### config.mk
export PLATFORM = sky130hd
export DESIGN_NAME = mps_sequencer
export DESIGN_NICKNAME = d
export VERILOG_FILES = /design/src/core/mps_pkg.sv /design/src/core/mps_stack.sv /design/src/core/mps_sequencer.sv
export VERILOG_INCLUDE_DIRS = /design/src /design/src/core
export SDC_FILE = /design/constraint.sdc
export NUM_CORES = 1
export LEC_CHECK = 0
export ABC_AREA = 0
export BUFFER_PORTS_ARGS = -buffer_cell sky130_fd_sc_hd__buf_2
export CAP_MARGIN = 20
export CORE_UTILIZATION = 38
export DETAILED_ROUTE_END_ITERATION = 12
export GPL_TIMING_DRIVEN = 0
export PLACE_DENSITY_LB_ADDON = 0.2
export SLEW_MARGIN = 20
export SYNTH_ARGS = -nofsm -noshare
export SYNTH_HDL_FRONTEND = slang
export SYNTH_SLANG_ARGS = --single-unit
### constraint.sdc
create_clock -name clk_i -period 6.3 [get_ports clk_i]
set_input_delay 1.89 -clock clk_i [delete_from_list [all_inputs] [get_ports clk_i]]
set_output_delay 1.89 -clock clk_i [all_outputs]
set_load 0.02 [all_outputs]
### src/core/mps_cfg.svh
// Function
// - Select code 1 puts the branch latch on the address outputs.
// - Select code 3 passes the direct inputs to the address outputs.
// - Select code 2 outputs stack top; file enable high leaves stack untouched.
// - Select code 0 outputs counter; counter loads output plus carry-in every edge.
// - Output enable low only raises the oe output, never floats the address; zero forces low; else OR forces high.
// - File enable low, push high: pointer up, counter written to new top.
// - File enable low, push low: pointer down, second entry becomes top.
// - Stack is circular; pop clears nothing, whatever source is selected.
// - Push during a jump stores the old counter, not the jump target.
// - Return outputs top, loads counter with top plus carry-in, pops same edge.
// - Stack top is the entry the pointer addresses; reads there, push writes the entry above.
// - Reading top while pushing outputs old top, then old counter on top.
// - Edge ending a call pushes call address plus one as return address.
// - A call followed at once by a return works correctly.
// - Carry-in low makes the counter reload the same address.
// - Branch latch loads on the edge only while its enable is low.
`ifndef MPS_CFG_SVH
`define MPS_CFG_SVH

`define MPS_ADDR_W      4
`define MPS_STACK_DEPTH 4
`define MPS_SYNC_STAGES 2

`define MPS_SEL_UPC     2'h0
`define MPS_SEL_LATCH   2'h1
`define MPS_SEL_STACK   2'h2
`define MPS_SEL_DIRECT  2'h3

`define MPS_ADDR_RST    1'b0
`define MPS_SYNC_RST    1'b1
`define MPS_FLAG_RST    1'b0

`endif

### src/core/mps_pkg.sv
`include "mps_cfg.svh"

package mps_pkg;

    typedef enum logic [1:0] {
        MPS_SRC_UPC    = `MPS_SEL_UPC,
        MPS_SRC_LATCH  = `MPS_SEL_LATCH,
        MPS_SRC_STACK  = `MPS_SEL_STACK,
        MPS_SRC_DIRECT = `MPS_SEL_DIRECT
    } mps_src_t;

    typedef enum logic [1:0] {
        MPS_STK_HOLD = 2'h0,
        MPS_STK_PUSH = 2'h1,
        MPS_STK_POP  = 2'h2
    } mps_stk_op_t;

endpackage

### src/core/mps_stack.sv
`timescale 1ns/1ps
`default_nettype none
`include "mps_cfg.svh"

module mps_stack #(
    parameter int WIDTH = `MPS_ADDR_W,
    parameter int DEPTH = `MPS_STACK_DEPTH
) (
    input  wire logic                  clk_i,
    input  wire logic                  reset_n_i,
    input  wire mps_pkg::mps_stk_op_t  op_i,
    input  wire logic [WIDTH-1:0]      push_data_i,
    output logic      [WIDTH-1:0]      stack_top_entry_o
);
    import mps_pkg::*;

    localparam int PW = (DEPTH > 1) ? $clog2(DEPTH) : 1;

    logic [PW-1:0]    stack_pointer_reg;
    logic [PW-1:0]    stack_pointer_next;
    logic [WIDTH-1:0] file_q [DEPTH];

    // Pointer wraps, so the file behaves as a ring
    always_comb begin
        stack_pointer_next = stack_pointer_reg;
        unique case (op_i)
            MPS_STK_PUSH: stack_pointer_next = stack_pointer_reg + 1'b1;
            MPS_STK_POP:  stack_pointer_next = stack_pointer_reg - 1'b1;
            default:      stack_pointer_next = stack_pointer_reg;
        endcase
    end

    always_ff @(posedge clk_i or negedge reset_n_i) begin
        if (!reset_n_i) begin
            stack_pointer_reg <= {PW{`MPS_ADDR_RST}};
        end else begin
            stack_pointer_reg <= stack_pointer_next;
        end
    end

    genvar i;
    generate
        for (i = 0; i < DEPTH; i++) begin : g_entry
            logic [WIDTH-1:0] entry_reg;
            logic [WIDTH-1:0] entry_next;

            // Only the entry the new pointer lands on is written; pops
            // leave data in place
            always_comb begin
                entry_next = entry_reg;
                if (op_i == MPS_STK_PUSH &&
                    stack_pointer_next == PW'(i)) begin
                    entry_next = push_data_i;
                end
            end

            always_ff @(posedge clk_i or negedge reset_n_i) begin
                if (!reset_n_i) begin
                    entry_reg <= {WIDTH{`MPS_ADDR_RST}};
                end else begin
                    entry_reg <= entry_next;
                end
            end

            assign file_q[i] = entry_reg;
        end
    endgenerate

    assign stack_top_entry_o = file_q[stack_pointer_reg];

endmodule

`default_nettype wire

### src/core/mps_sequencer.sv
`timescale 1ns/1ps
`default_nettype none
`include "mps_cfg.svh"

module mps_sequencer #(
    parameter int ADDR_W = `MPS_ADDR_W,
    parameter int DEPTH  = `MPS_STACK_DEPTH
) (
    input  wire logic              clk_i,
    input  wire logic              reset_n_i,
    input  wire logic              source_select_hi_i,
    input  wire logic              source_select_lo_i,
    input  wire logic              file_enable_n_i,
    input  wire logic              push_not_pop_i,
    input  wire logic              incrementer_carry_in_i,
    input  wire logic              latch_load_enable_n_i,
    input  wire logic              force_zero_n_i,
    input  wire logic              output_enable_n_i,
    input  wire logic [ADDR_W-1:0] force_one_i,
    input  wire logic [ADDR_W-1:0] direct_addr_i,
    input  wire logic [ADDR_W-1:0] branch_latch_data_i,
    output logic      [ADDR_W-1:0] next_addr_o,
    output logic                   next_addr_oe_o,
    output logic                   incrementer_carry_out_o
);
    import mps_pkg::*;

    // Eight single control pins plus three address-wide groups
    localparam int CTRL_W = 8;
    localparam int IN_W   = CTRL_W + 3 * ADDR_W;

    // Pin synchroniser: every pin passes two flip-flops
    logic [IN_W-1:0] pins_raw;
    logic [IN_W-1:0] sync1_reg;
    logic [IN_W-1:0] sync1_next;
    logic [IN_W-1:0] sync2_reg;
    logic [IN_W-1:0] sync2_next;

    assign pins_raw = {source_select_hi_i,
                       source_select_lo_i,
                       file_enable_n_i,
                       push_not_pop_i,
                       incrementer_carry_in_i,
                       latch_load_enable_n_i,
                       force_zero_n_i,
                       output_enable_n_i,
                       force_one_i,
                       direct_addr_i,
                       branch_latch_data_i};

    always_comb begin
        sync1_next = pins_raw;
        sync2_next = sync1_reg;
    end

    // Idle pattern at reset: enables and active-low controls inactive,
    // selects on the direct inputs and the stack held, so the first two
    // edges after release reload the counter with zero and register all ones with carry-out high at the outputs
    always_ff @(posedge clk_i or negedge reset_n_i) begin
        if (!reset_n_i) begin
            sync1_reg <= {IN_W{`MPS_SYNC_RST}};
            sync2_reg <= {IN_W{`MPS_SYNC_RST}};
        end else begin
            sync1_reg <= sync1_next;
            sync2_reg <= sync2_next;
        end
    end

    // Synchronised views of the pins
    logic              sel_hi_s;
    logic              sel_lo_s;
    logic              file_enable_n_s;
    logic              push_not_pop_s;
    logic              carry_in_s;
    logic              latch_load_enable_n_s;
    logic              force_zero_n_s;
    logic              output_enable_n_s;
    logic [ADDR_W-1:0] force_one_s;
    logic [ADDR_W-1:0] direct_addr_s;
    logic [ADDR_W-1:0] latch_data_s;

    assign {sel_hi_s,
            sel_lo_s,
            file_enable_n_s,
            push_not_pop_s,
            carry_in_s,
            latch_load_enable_n_s,
            force_zero_n_s,
            output_enable_n_s,
            force_one_s,
            direct_addr_s,
            latch_data_s} = sync2_reg;

    // Internal state
    logic [ADDR_W-1:0] micro_program_counter_reg;
    logic [ADDR_W-1:0] micro_program_counter_next;
    logic [ADDR_W-1:0] branch_latch_reg;
    logic [ADDR_W-1:0] branch_latch_next;
    logic [ADDR_W-1:0] stack_top_entry;

    // Output flip-flops
    logic [ADDR_W-1:0] next_addr_reg;
    logic [ADDR_W-1:0] next_addr_next;
    logic              next_addr_oe_reg;
    logic              next_addr_oe_next;
    logic              carry_out_reg;
    logic              carry_out_next;

    // Datapath
    mps_src_t          source;
    mps_stk_op_t       stack_op;
    logic [ADDR_W-1:0] selected_addr;
    logic [ADDR_W-1:0] forced_addr;
    logic [ADDR_W:0]   inc_sum;

    always_comb begin
        source = mps_src_t'({sel_hi_s, sel_lo_s});
        unique case (source)
            MPS_SRC_UPC:    selected_addr = micro_program_counter_reg;
            MPS_SRC_LATCH:  selected_addr = branch_latch_reg;
            MPS_SRC_STACK:  selected_addr = stack_top_entry;
            MPS_SRC_DIRECT: selected_addr = direct_addr_s;
        endcase
    end

    // Zero overrides the per-bit OR; output enable acts only at the pins
    always_comb begin
        if (!force_zero_n_s) begin
            forced_addr = {ADDR_W{1'b0}};
        end else begin
            forced_addr = selected_addr | force_one_s;
        end
    end

    // Incrementer: adds carry-in to the word just addressed
    always_comb begin
        inc_sum = {1'b0, forced_addr} + {{ADDR_W{1'b0}}, carry_in_s};
    end

    // Push writes the counter held before the edge, so a jump target or
    // the stack top just read never lands on the stack
    // File enable high leaves pointer and entries untouched
    always_comb begin
        if (file_enable_n_s) begin
            stack_op = MPS_STK_HOLD;
        end else if (push_not_pop_s) begin
            stack_op = MPS_STK_PUSH;
        end else begin
            stack_op = MPS_STK_POP;
        end
    end

    mps_stack #(
        .WIDTH (ADDR_W),
        .DEPTH (DEPTH)
    ) u_stack (
        .clk_i             (clk_i),
        .reset_n_i         (reset_n_i),
        .op_i              (stack_op),
        .push_data_i       (micro_program_counter_reg),
        .stack_top_entry_o (stack_top_entry)
    );

    // Counter takes the address just issued plus carry-in, whatever the
    // source, so jumps and returns continue from their target
    always_comb begin
        micro_program_counter_next = inc_sum[ADDR_W-1:0];
    end

    always_ff @(posedge clk_i or negedge reset_n_i) begin
        if (!reset_n_i) begin
            micro_program_counter_reg <= {ADDR_W{`MPS_ADDR_RST}};
        end else begin
            micro_program_counter_reg <= micro_program_counter_next;
        end
    end

    // Branch latch holds unless its load enable is low
    always_comb begin
        if (!latch_load_enable_n_s) begin
            branch_latch_next = latch_data_s;
        end else begin
            branch_latch_next = branch_latch_reg;
        end
    end

    always_ff @(posedge clk_i or negedge reset_n_i) begin
        if (!reset_n_i) begin
            branch_latch_reg <= {ADDR_W{`MPS_ADDR_RST}};
        end else begin
            branch_latch_reg <= branch_latch_next;
        end
    end

    // Outputs show the address chosen in the cycle just ended
    always_comb begin
        next_addr_next    = forced_addr;
        next_addr_oe_next = !output_enable_n_s;
        carry_out_next    = inc_sum[ADDR_W];
    end

    always_ff @(posedge clk_i or negedge reset_n_i) begin
        if (!reset_n_i) begin
            next_addr_reg    <= {ADDR_W{`MPS_ADDR_RST}};
            next_addr_oe_reg <= `MPS_FLAG_RST;
            carry_out_reg    <= `MPS_FLAG_RST;
        end else begin
            next_addr_reg    <= next_addr_next;
            next_addr_oe_reg <= next_addr_oe_next;
            carry_out_reg    <= carry_out_next;
        end
    end

    assign next_addr_o             = next_addr_reg;
    assign next_addr_oe_o          = next_addr_oe_reg;
    assign incrementer_carry_out_o = carry_out_reg;

endmodule

`default_nettype wire

=== After elaboration in Yosys (flattened, before gate mapping) ===
Cells that the tools add are included.
Widths: inputs -> output; s select.

* Reduce and logical (&&, ||, !) cells: 7
* Multiply operators: 0
* Multiplexer cells: 8
* Equality and inequality tests: 8
* Add/subtract/negate cells: 3
* Divide/modulo/power cells: 0
* Bitwise operators: 2
* Order comparisons: 1
* Shifts and indexed selects: 0

{| class="wikitable"
|+ Operators by type and width
! kind !! count
|-
| $pmux 4 s4 || 1
|-
| $mux 4 || 3
|-
| $eq 2x2->1 const B || 5
|-
| $bmux 4 s2 || 1
|-
| $eq 2x1->1 const B || 3
|-
| $add 4x1->5 || 1
|-
| $logic_and 1x1->1 || 4
|-
| $logic_not 2->1 || 2
|-
| $mux 2 || 2
|-
| $or 4x4->4 || 1
|-
| $pmux 2 s2 || 1
|-
| $ge 3x3->1 const B || 1
|-
| $not 2->3 || 1
|-
| $add 2x1->2 const B || 1
|-
| $sub 2x1->2 const B || 1
|-
| $logic_not 1->1 || 1
|}

* Memories kept: 0
* Bits in writable memories: 0
* Memory bits (read-only): 0
* Flip-flop bits (word level): 72
* Latch bits: 0
* Word-level logic and storage cells: 41

=== Longest topological paths before layout ===
Gate-level depths: netlist of the first run.

* Word-level depth: 8
* Mapped depth: 7
* Depth with buffers taken out: 6

=== By module ===
Synthesis of the first run repeated with hierarchy kept, for this count alone.

* Cell total of the unflattened synthesis: 140
* Area, all modules: 2585.0 µm²

{| class="wikitable"
|+ By module, submodules not included
! module !! times used !! area each (µm²) !! cells each
|-
| mps_sequencer || 1 || 1666.6 || 81
|-
| mps_stack || 1 || 918.4 || 59
|}

=== Worst setup path before layout of the first run ===
Ideal clock, no wire load.

* Path kind: register to output
* From: reg carry_out_reg, in the netlist incrementer_carry_out_o
* To: out incrementer_carry_out_o
* Path slack: 3.994 ns
* Arrival time: 0.416 ns
* Data required time: 4.410 ns
* Cell stages (with the launch flop): 1
* Cell sequence: dfrtp_1

{| class="wikitable"
|+ RTL lines
! what !! RTL line !! source
|-
| start, declared || mps_sequencer.sv:106 || <nowiki>logic carry_out_reg;</nowiki>
|-
| start signal, assigned || mps_sequencer.sv:206 || <nowiki>carry_out_reg <= `MPS_FLAG_RST;</nowiki>
|-
| start signal, assigned || mps_sequencer.sv:210 || <nowiki>carry_out_reg <= carry_out_next;</nowiki>
|-
| end, declared || mps_sequencer.sv:24 || <nowiki>output logic incrementer_carry_out_o</nowiki>
|}

No word-level cell between the ends.

=== Final worst setup path of the first run ===
* From: reg next_addr_oe_reg, in the netlist next_addr_oe_o
* To: out next_addr_oe_o

{| class="wikitable"
|+ RTL lines
! what !! RTL line !! source
|-
| start, declared || mps_sequencer.sv:104 || <nowiki>logic next_addr_oe_reg;</nowiki>
|-
| start signal, assigned || mps_sequencer.sv:205 || <nowiki>next_addr_oe_reg <= `MPS_FLAG_RST;</nowiki>
|-
| start signal, assigned || mps_sequencer.sv:209 || <nowiki>next_addr_oe_reg <= next_addr_oe_next;</nowiki>
|-
| end, declared || mps_sequencer.sv:23 || <nowiki>output logic next_addr_oe_o,</nowiki>
|}

No word-level cell between the ends.

==> impl_metrics.csv, run 1 <==
group,metric,value,unit
run_status,run_status,"finished, final reports clean",
setup_path,timing.critical_path.arrival,0.87,ns
setup_path,endpoint,"next_addr_oe_o",
power,total_leakage_power,1.28,nW
power,power_switching,0.310,mW
setup_path,critical_path.max_stage_delay,0.37,ns
sta,finalHoldViolCount,0,
cts,cts_root_buffer,"sky130_fd_sc_hd__clkbuf_8",
power,clock_power_share,27.9,%
power,combPwrFrac,19.1,%
power,power_density,385,nW/µm²
setup_path,worstSetupPathDepth,1,
routing,remaining_drc_errors,0,
logic_synthesis,synth_compound_area_share,3.10,%
placement,dp.final_hpwl,2800,µm
setup_path,r2r_path_end,"micro_program_counter_reg[3]",
setup_path,critical_path.n_buffers_inverters,1,
die,die_height,83.2,µm
cells_and_area,diodes,0,
global_route,grt_max_degree,39,
routing,via_per_inst,4.74,
power,irDropWorstVdd,0.204,mV
cells_and_area,drive_gt1_share,62.2,%
logic_synthesis,syn_area,2510,µm²
logic_synthesis,synth_nets,165,
power,swShare,27.4,%
routing,detail_route.first_pass.iterations,4,
routing,wirelength,4020,µm
cts,ctsHoldBuffers,0,
setup_path,slowest_stage,"sky130_fd_sc_hd__dfrtp_1",
setup_path,crit_path_cell_trace,"buf_2",
cts,cts_buffers,9,
global_route,first_global_vias,1385,
logic_synthesis,postSynth.asyncResetShare,100,%
logic_synthesis,synth_enable_flop_cells,0,
cells_and_area,layout.filler_cells,563,
sta,setup_repair_after_global_routing_missed_its_margin,"no",
logic_synthesis,post_synth_and_or_nand_nor_area_fraction,4.94,%
placement,gp_routability_congestion,0.764,
sta,clock.fmax,362,MHz
die,dieArea,6920,µm²
global_route,sum_of_overflow_across_all_layers_after_global_routing,0,
die,core-area,6350,µm²
power,cell_internal_pwr,0.820,mW
min_path,hold_class,"reg2reg",
routing,dr_total_vias,1243,
routing,drt_first_iter_violations,87,
sta,finalMaxSlewViolations,0,
logic_synthesis,dominantRegCellSynth,"sky130_fd_sc_hd__dfstp_2",
cts,cts_num_sinks,72,
logic_synthesis,synth-warning-count,0,
global_route,antenna_found_initial,0,
setup_path,worst-r2r-cell-count,7,
logic_synthesis,synthXorXnorAreaFrac,1.40,%
setup_path,setup_crit_path_kind,"reg2out",
logic_synthesis,synth_mux_area_share,14.2,%
placement,numPortBuffers,27,
logic_synthesis,synth_fa_ha_area_share,0.999,%
logic_synthesis,combinational_family_with_the_most_area_after_synthesis,"multiplexers",
sta,hold-worst-slack,0.356,ns
cts,post_cts_resized,0,
setup_path,critPathLaunchType,"flip-flop",
die,floorplan.io_pins,28,
setup_path,critical_path.max_fanout,1,
die,rows,29,
power,report.power.total,1.13,mW
sta,worst_slew_pin_slew,1.08,ns
setup_path,required,4.41,ns
sta,fin_tns_setup,0,ns
logic_synthesis,seq_area_frac_synth,73.9,%
cts,cts_tree,"yes",
global_route,track_usage,13.6,%
cts,cts.path.max_buffers,2,
logic_synthesis,synthesized_instance_count,141,
global_route,grt_pass1_wl,6950,µm
cts,post-cts-setup-buffer-count,0,
setup_path,regToRegSetupSlack,3.86,ns
die,initial_utilization,39.5,%
die,fp.dieW,83.2,µm
setup_path,worstReg2RegStart,"u_stack.stack_pointer_reg[0]",
sta,min_period,2.76,ns
cells_and_area,finish.instance_area,2930,µm²
cts,cts_max_level,3,
setup_path,end_kind,"primary output",
sta,timing.clock.skew,0.0112,ns
logic_synthesis,postSynthRegisterBits,72,
cells_and_area,syn2layout_area_growth,17.0,%
power,power_frac_seq,52.9,%
sta,timing.final.setup_violations,0,
cells_and_area,num-nets-final,204,
logic_synthesis,syn_avg_cell_area,17.8,µm²
cts,worst_setup_hold_path_clk_slew,0.08,ns
logic_synthesis,count_of_different_cell_masters_after_synthesis,34,
setup_path,timing.critical_path.from,"next_addr_oe_o",
routing,route.detailed.wl_per_inst,15.3,µm
setup_path,critical-path-top-delay-family,"flip-flops",
sta,final_min_period_over_clock_period,43.9,%
sta,timing.max_slew.rel_slack,27.3,%
routing,residual_antenna_violating_net_count_after_detailed_routing,0,
placement,placed_cell_area,2760,µm²
flow_run,max_cap_viol_count,0,
cts,clk_latency,0.34,ns
synthesized netlist by cell type (all sizes together), types with 2 or more instances:
| cell | count | share of area (%) |
|---|---|---|
| and2 | 3 | 0.85 |
| nor4bb | 2 | 0.80 |
| dfrtp | 32 | 32 |
| nor2b | 3 | 0.75 |
| buf | 4 | 1.0 |
| a2111oi | 3 | 1.0 |
| mux4 | 4 | 3.7 |
| inv | 3 | 0.45 |
| ha | 2 | 1.0 |
| dfstp | 40 | 42 |
| a21oi | 2 | 0.40 |
| mux2 | 22 | 10 |
| xor2 | 3 | 1.0 |
| nor2 | 2 | 0.30 |
logic make-up (layout without fill, tap and decap cells):
| family | count (synthesis) | after routing |
|---|---|---|
| compound gates | 11 | 11 |
| xor+xnor | 4 | 4 |
| fa+ha+maj | 2 | 2 |
| buf+inv | 7 | 51 |
| flops | 72 | 72 |
| mux | 27 | 27 |
| simple gates | 18 | 18 |
per-stage QoR:
step | utilization [%] | instances | worst slack (ns)
after global placement | 43.1 | 245 | 3.06
after CTS | 46.2 | 262 | 3.51
after floorplan | - | 141 | 3.99
after detailed placement | 43.5 | 246 | 3.80
after global routing | 46.2 | 262 | 3.50
final | 46.2 | 262 | 3.54
power groups by stage:
| stage | Sequential (mW) | Clock [mW] | Combinational (mW) |
|---|---|---|---|
| final | 0.598 | 0.316 | 0.216 |
| after global routing | 0.609 | 0.348 | 0.239 |
| after CTS | 0.600 | 0.329 | 0.222 |
| after detailed placement | 0.606 | 0 | 0.220 |
| after global placement | 0.596 | 0 | 0.209 |
| after floorplan | 0.593 | 0 | 0.157 |
how the worst min path moves through the flow:
stage                             start            end  slack, ns  depth (start not counted)
after floorplan            sync1_reg[0]   sync2_reg[0]       0.35                          0
after global placement     sync1_reg[8]   sync2_reg[8]       0.35                          0
after detailed placement  sync1_reg[14]  sync2_reg[14]       0.35                          0
after CTS                  sync1_reg[6]   sync2_reg[6]       0.36                          0
after global routing      sync1_reg[18]  sync2_reg[18]       0.36                          0
final                     sync1_reg[16]  sync2_reg[16]       0.36                          0
layout make-up:
cell class                 instances  area, µm²  share of cell area (%)
multi-input combinational         62        617                    21.0
timing repair buffer              28        158                    5.38
inverter                           3       11.3                   0.384
clock inverter                     6       45.0                    1.54
buffer                             4       26.3                   0.896
clock buffer                      10        128                    4.35
sequential                        72       1850                    63.1
tap                               77       96.3                    3.28
per-layer routing:
| layer | vias up | share of wire (%) | global-route usage (%) | wire length (µm) |
|---|---|---|---|---|
| li1 | 571 | - | - | - |
| met1 | 637 | 44 | 17.1 | 1750 |
| met2 | 25 | 51 | 21.2 | 2040 |
| met3 | 10 | 2.8 | 3.28 | 113 |
| met4 | 0 | 2.9 | 8.78 | 116 |
| met5 | - | 0 | 0 | 0 |
cell usage in the layout, fill, tap and decap left out, drive strengths merged, types with 2 or more instances in the layout:
cell type / count
dfstp: 40
a21oi: 2
and2: 3
nor4bb: 2
nor2b: 3
clkbuf: 10
ha: 2
a2111oi: 3
mux2: 22
clkinvlp: 3
dfrtp: 32
inv: 5
xor2: 3
buf: 32
mux4: 4
nor2: 2
Note: power is estimated with default switching activity, not from simulation.
==> inputs of run 2 (changes only) <==
--- a/config.mk
+++ b/config.mk
@@ -6,7 +6,7 @@
 export SDC_FILE = /design/constraint.sdc
 export NUM_CORES = 1
 export LEC_CHECK = 0
-export ABC_AREA = 0
+export ABC_AREA = 1
 export BUFFER_PORTS_ARGS = -buffer_cell sky130_fd_sc_hd__buf_2
 export CAP_MARGIN = 20
 export CORE_UTILIZATION = 38
==> constraint.sdc (replaced) <==
create_clock -name clk_i -period 2.5 [get_ports clk_i]
set_input_delay 0.75 -clock clk_i [delete_from_list [all_inputs] [get_ports clk_i]]
set_output_delay 0.75 -clock clk_i [all_outputs]
set_load 0.02 [all_outputs]
==> run 2 against run 1 <==
Compared with the run above:
- critical path depth increased by 9
- first-iteration DRC count decreased by 16%
- synthesized cell count increased by 50%
- cell area increased by 2.0%
- largest cell class unchanged
==> impl_metrics.csv, run 2 <==
group,metric,value,unit
setup_path,worst-r2r-cell-count,10,
run_status,run_status,"finished, final reports clean",
cells_and_area,syn2layout_area_growth,18.1,%
routing,route.detailed.wl_per_inst,11.6,µm
setup_path,timing.critical_path.arrival,2.19,ns
die,core-area,6390,µm²
setup_path,end_kind,"flip-flop",
die,die_height,83.6,µm
global_route,antenna_found_initial,0,
cells_and_area,layout.filler_cells,617,
cts,worst_setup_hold_path_clk_slew,0.07,ns
setup_path,regToRegSetupSlack,0.53,ns
cells_and_area,mostFrequentLayoutCell,"sky130_fd_sc_hd__nand2_1",
logic_synthesis,dominantRegCellSynth,"sky130_fd_sc_hd__dfstp_2",
sta,post-route-worst-setup-slack,0.533,ns
sta,hold-worst-slack,0.299,ns
sta,min_period,1.97,ns
power,power_frac_seq,50.6,%
sta,timing.clock.skew,0.00685,ns
power,clock_power_share,30.5,%
logic_synthesis,synth_top_area_share,41.5,%
die,dieArea,6990,µm²
logic_synthesis,synth_enable_flop_cells,0,
sta,timing.final.setup_violations,0,
routing,drt_first_iter_violations,73,
cts,post_cts_resized,0,
die,fp.dieW,83.6,µm
cells_and_area,diodes,0,
placement,gp_routability_congestion,0.772,
sta,setup_repair_after_global_routing_missed_its_margin,"no",
power,combPwrFrac,18.8,%
cts,cts_num_sinks,72,
power,total_leakage_power,1.41,nW
global_route,grt_pass1_wl,6730,µm
cts,cts_tree,"yes",
logic_synthesis,count_of_different_cell_masters_after_synthesis,24,
setup_path,r2r_path_end,"micro_program_counter_reg[2]",
cts,cts_buffers,9,
cells_and_area,finalNonFillerCells,332,
setup_path,critPathLaunchType,"flip-flop",
cts,ctsHoldBuffers,0,
cells_and_area,num-nets-final,274,
cells_and_area,multi_input_comb_area,578,µm²
logic_synthesis,synth-warning-count,0,
cts,clk_latency,0.34,ns
placement,detailedPlace.worstSlack,0.512,ns
power,power_density,982,nW/µm²
routing,via_per_inst,4.50,
cells_and_area,finish.instance_area,2990,µm²
logic_synthesis,seq_area_frac_synth,73.1,%
cts,cts_root_buffer,"sky130_fd_sc_hd__clkbuf_8",
die,floorplan.io_pins,28,
logic_synthesis,post-synth-top-count-cell,"sky130_fd_sc_hd__nand2_1",
sta,clock.fmax,508,MHz
min_path,hold_class,"in2async",
global_route,grt_max_degree,52,
routing,residual_antenna_violating_net_count_after_detailed_routing,0,
cts,post-cts-setup-buffer-count,0,
logic_synthesis,syn_area,2530,µm²
sta,worst_slew_pin_slew,0.320,ns
cells_and_area,final_util,46.8,%
global_route,track_usage,12.8,%
cells_and_area,drive_gt1_share,37.6,%
cells_and_area,storage_element_area,1850,µm²
sta,finalHoldViolCount,0,
power,swShare,29.1,%
routing,detail_route.first_pass.iterations,4,
logic_synthesis,postSynthRegisterBits,72,
power,report.power.total,2.94,mW
logic_synthesis,most_frequent_cells_after_synthesis,"sky130_fd_sc_hd__nand2_1, sky130_fd_sc_hd__dfstp_2, sky130_fd_sc_hd__dfrtp_1",
routing,remaining_drc_errors,0,
power,irDropWorstVdd,0.513,mV
cells_and_area,layout.cells.most_common_list,"sky130_fd_sc_hd__nand2_1, sky130_fd_sc_hd__dfstp_2, sky130_fd_sc_hd__dfrtp_1",
routing,dr_total_vias,1495,
cts,cts.path.max_buffers,2,
setup_path,worstReg2RegStart,"u_stack.stack_pointer_reg[1]",
die,initial_utilization,39.7,%
sta,final_min_period_over_clock_period,78.7,%
placement,dp.final_hpwl,2550,µm
flow_run,max_cap_viol_count,0,
global_route,sum_of_overflow_across_all_layers_after_global_routing,0,
power,cell_internal_pwr,2.08,mW
placement,dp_cells,316,
logic_synthesis,synth_nets,235,
placement,numPortBuffers,27,
power,power_switching,0.854,mW
logic_synthesis,synth_largest_area_cell,"sky130_fd_sc_hd__dfstp_2",
global_route,first_global_vias,1498,
sta,timing.max_slew.rel_slack,78.7,%
setup_path,setup_crit_path_kind,"reg2reg",
setup_path,required,2.73,ns
sta,finalMaxSlewViolations,0,
cts,cts_max_level,3,
setup_path,critical_path.max_fanout,8,
logic_synthesis,synthesized_instance_count,211,
logic_synthesis,syn_avg_cell_area,12.0,µm²
logic_synthesis,synth.top_cells.by_area,"sky130_fd_sc_hd__dfstp_2, sky130_fd_sc_hd__dfrtp_1, sky130_fd_sc_hd__nand2_1",
die,rows,29,
placement,placed_cell_area,2790,µm²
logic_synthesis,postSynth.asyncResetShare,100,%
routing,wirelength,3850,µm
sta,fin_tns_setup,0,ns
## run 2: layout make-up
type / instances / area share (%)
Clock buffer: 11 / 4.73
Sequential cell: 72 / 61.9
Buffer: 3 / 0.795
Tap cell: 77 / 3.22
Multi-Input combinational cell: 115 / 19.3
Timing Repair Buffer: 28 / 5.52
Clock inverter: 5 / 1.88
Inverter: 21 / 2.63
## run 2: logic make-up after synthesis
| family | count (synthesis) | synth area share, % |
|---|---|---|
| multiplexers | 4 | 1.78 |
| buffers and inverters | 24 | 4.05 |
| AND/OR/NAND/NOR | 80 | 13.6 |
| adder cells (fa/ha/maj) | 2 | 0.988 |
| AO/OA/AOI/OAI | 26 | 5.43 |
| flip-flops | 72 | 73.1 |
| XOR/XNOR | 3 | 1.04 |
## run 2: critical path, cell delays in order (launching register included)
cell and delay [ns]:
sky130_fd_sc_hd__dfrtp_1 0.47, sky130_fd_sc_hd__inv_2 0.18, sky130_fd_sc_hd__o21ai_0 0.10, sky130_fd_sc_hd__o21ai_0 0.20, sky130_fd_sc_hd__a21oi_1 0.12, sky130_fd_sc_hd__a21bo_2 0.20
sky130_fd_sc_hd__inv_1 0.07, sky130_fd_sc_hd__ha_1 0.17, sky130_fd_sc_hd__ha_1 0.14, sky130_fd_sc_hd__inv_1 0.05, sky130_fd_sc_hd__xor2_1 0.15
## run 2: power by group through the flow
stage / Clock [mW] / Sequential, mW / Combinational (mW)
after floorplan: 0 / 1.49 / 0.393
after global routing: 0.974 / 1.51 / 0.652
final: 0.897 / 1.49 / 0.553
after global placement: 0 / 1.50 / 0.539
after CTS: 0.932 / 1.49 / 0.560
after detailed placement: 0 / 1.51 / 0.556
## run 2: worst max-delay path by stage
stage	start	end	cells after the start
final	u_stack.stack_pointer_reg[1]	micro_program_counter_reg[2]	10
after global routing	u_stack.stack_pointer_reg[1]	incrementer_carry_out_o	10
after CTS	u_stack.stack_pointer_reg[1]	micro_program_counter_reg[2]	10
after detailed placement	u_stack.stack_pointer_reg[1]	micro_program_counter_reg[2]	10
after global placement	reset_n_i	micro_program_counter_reg[0]	1
after floorplan	sync2_reg[18]	micro_program_counter_reg[2]	10
## run 2: layer usage
layer | up-vias | routed length [µm] | GRT usage, %
li1 | 748 | - | -
met3 | 14 | 132 | 2.97
met1 | 696 | 1810 | 15.8
met2 | 37 | 1770 | 19.4
met5 | - | 0 | 0
met4 | 0 | 139 | 9.86
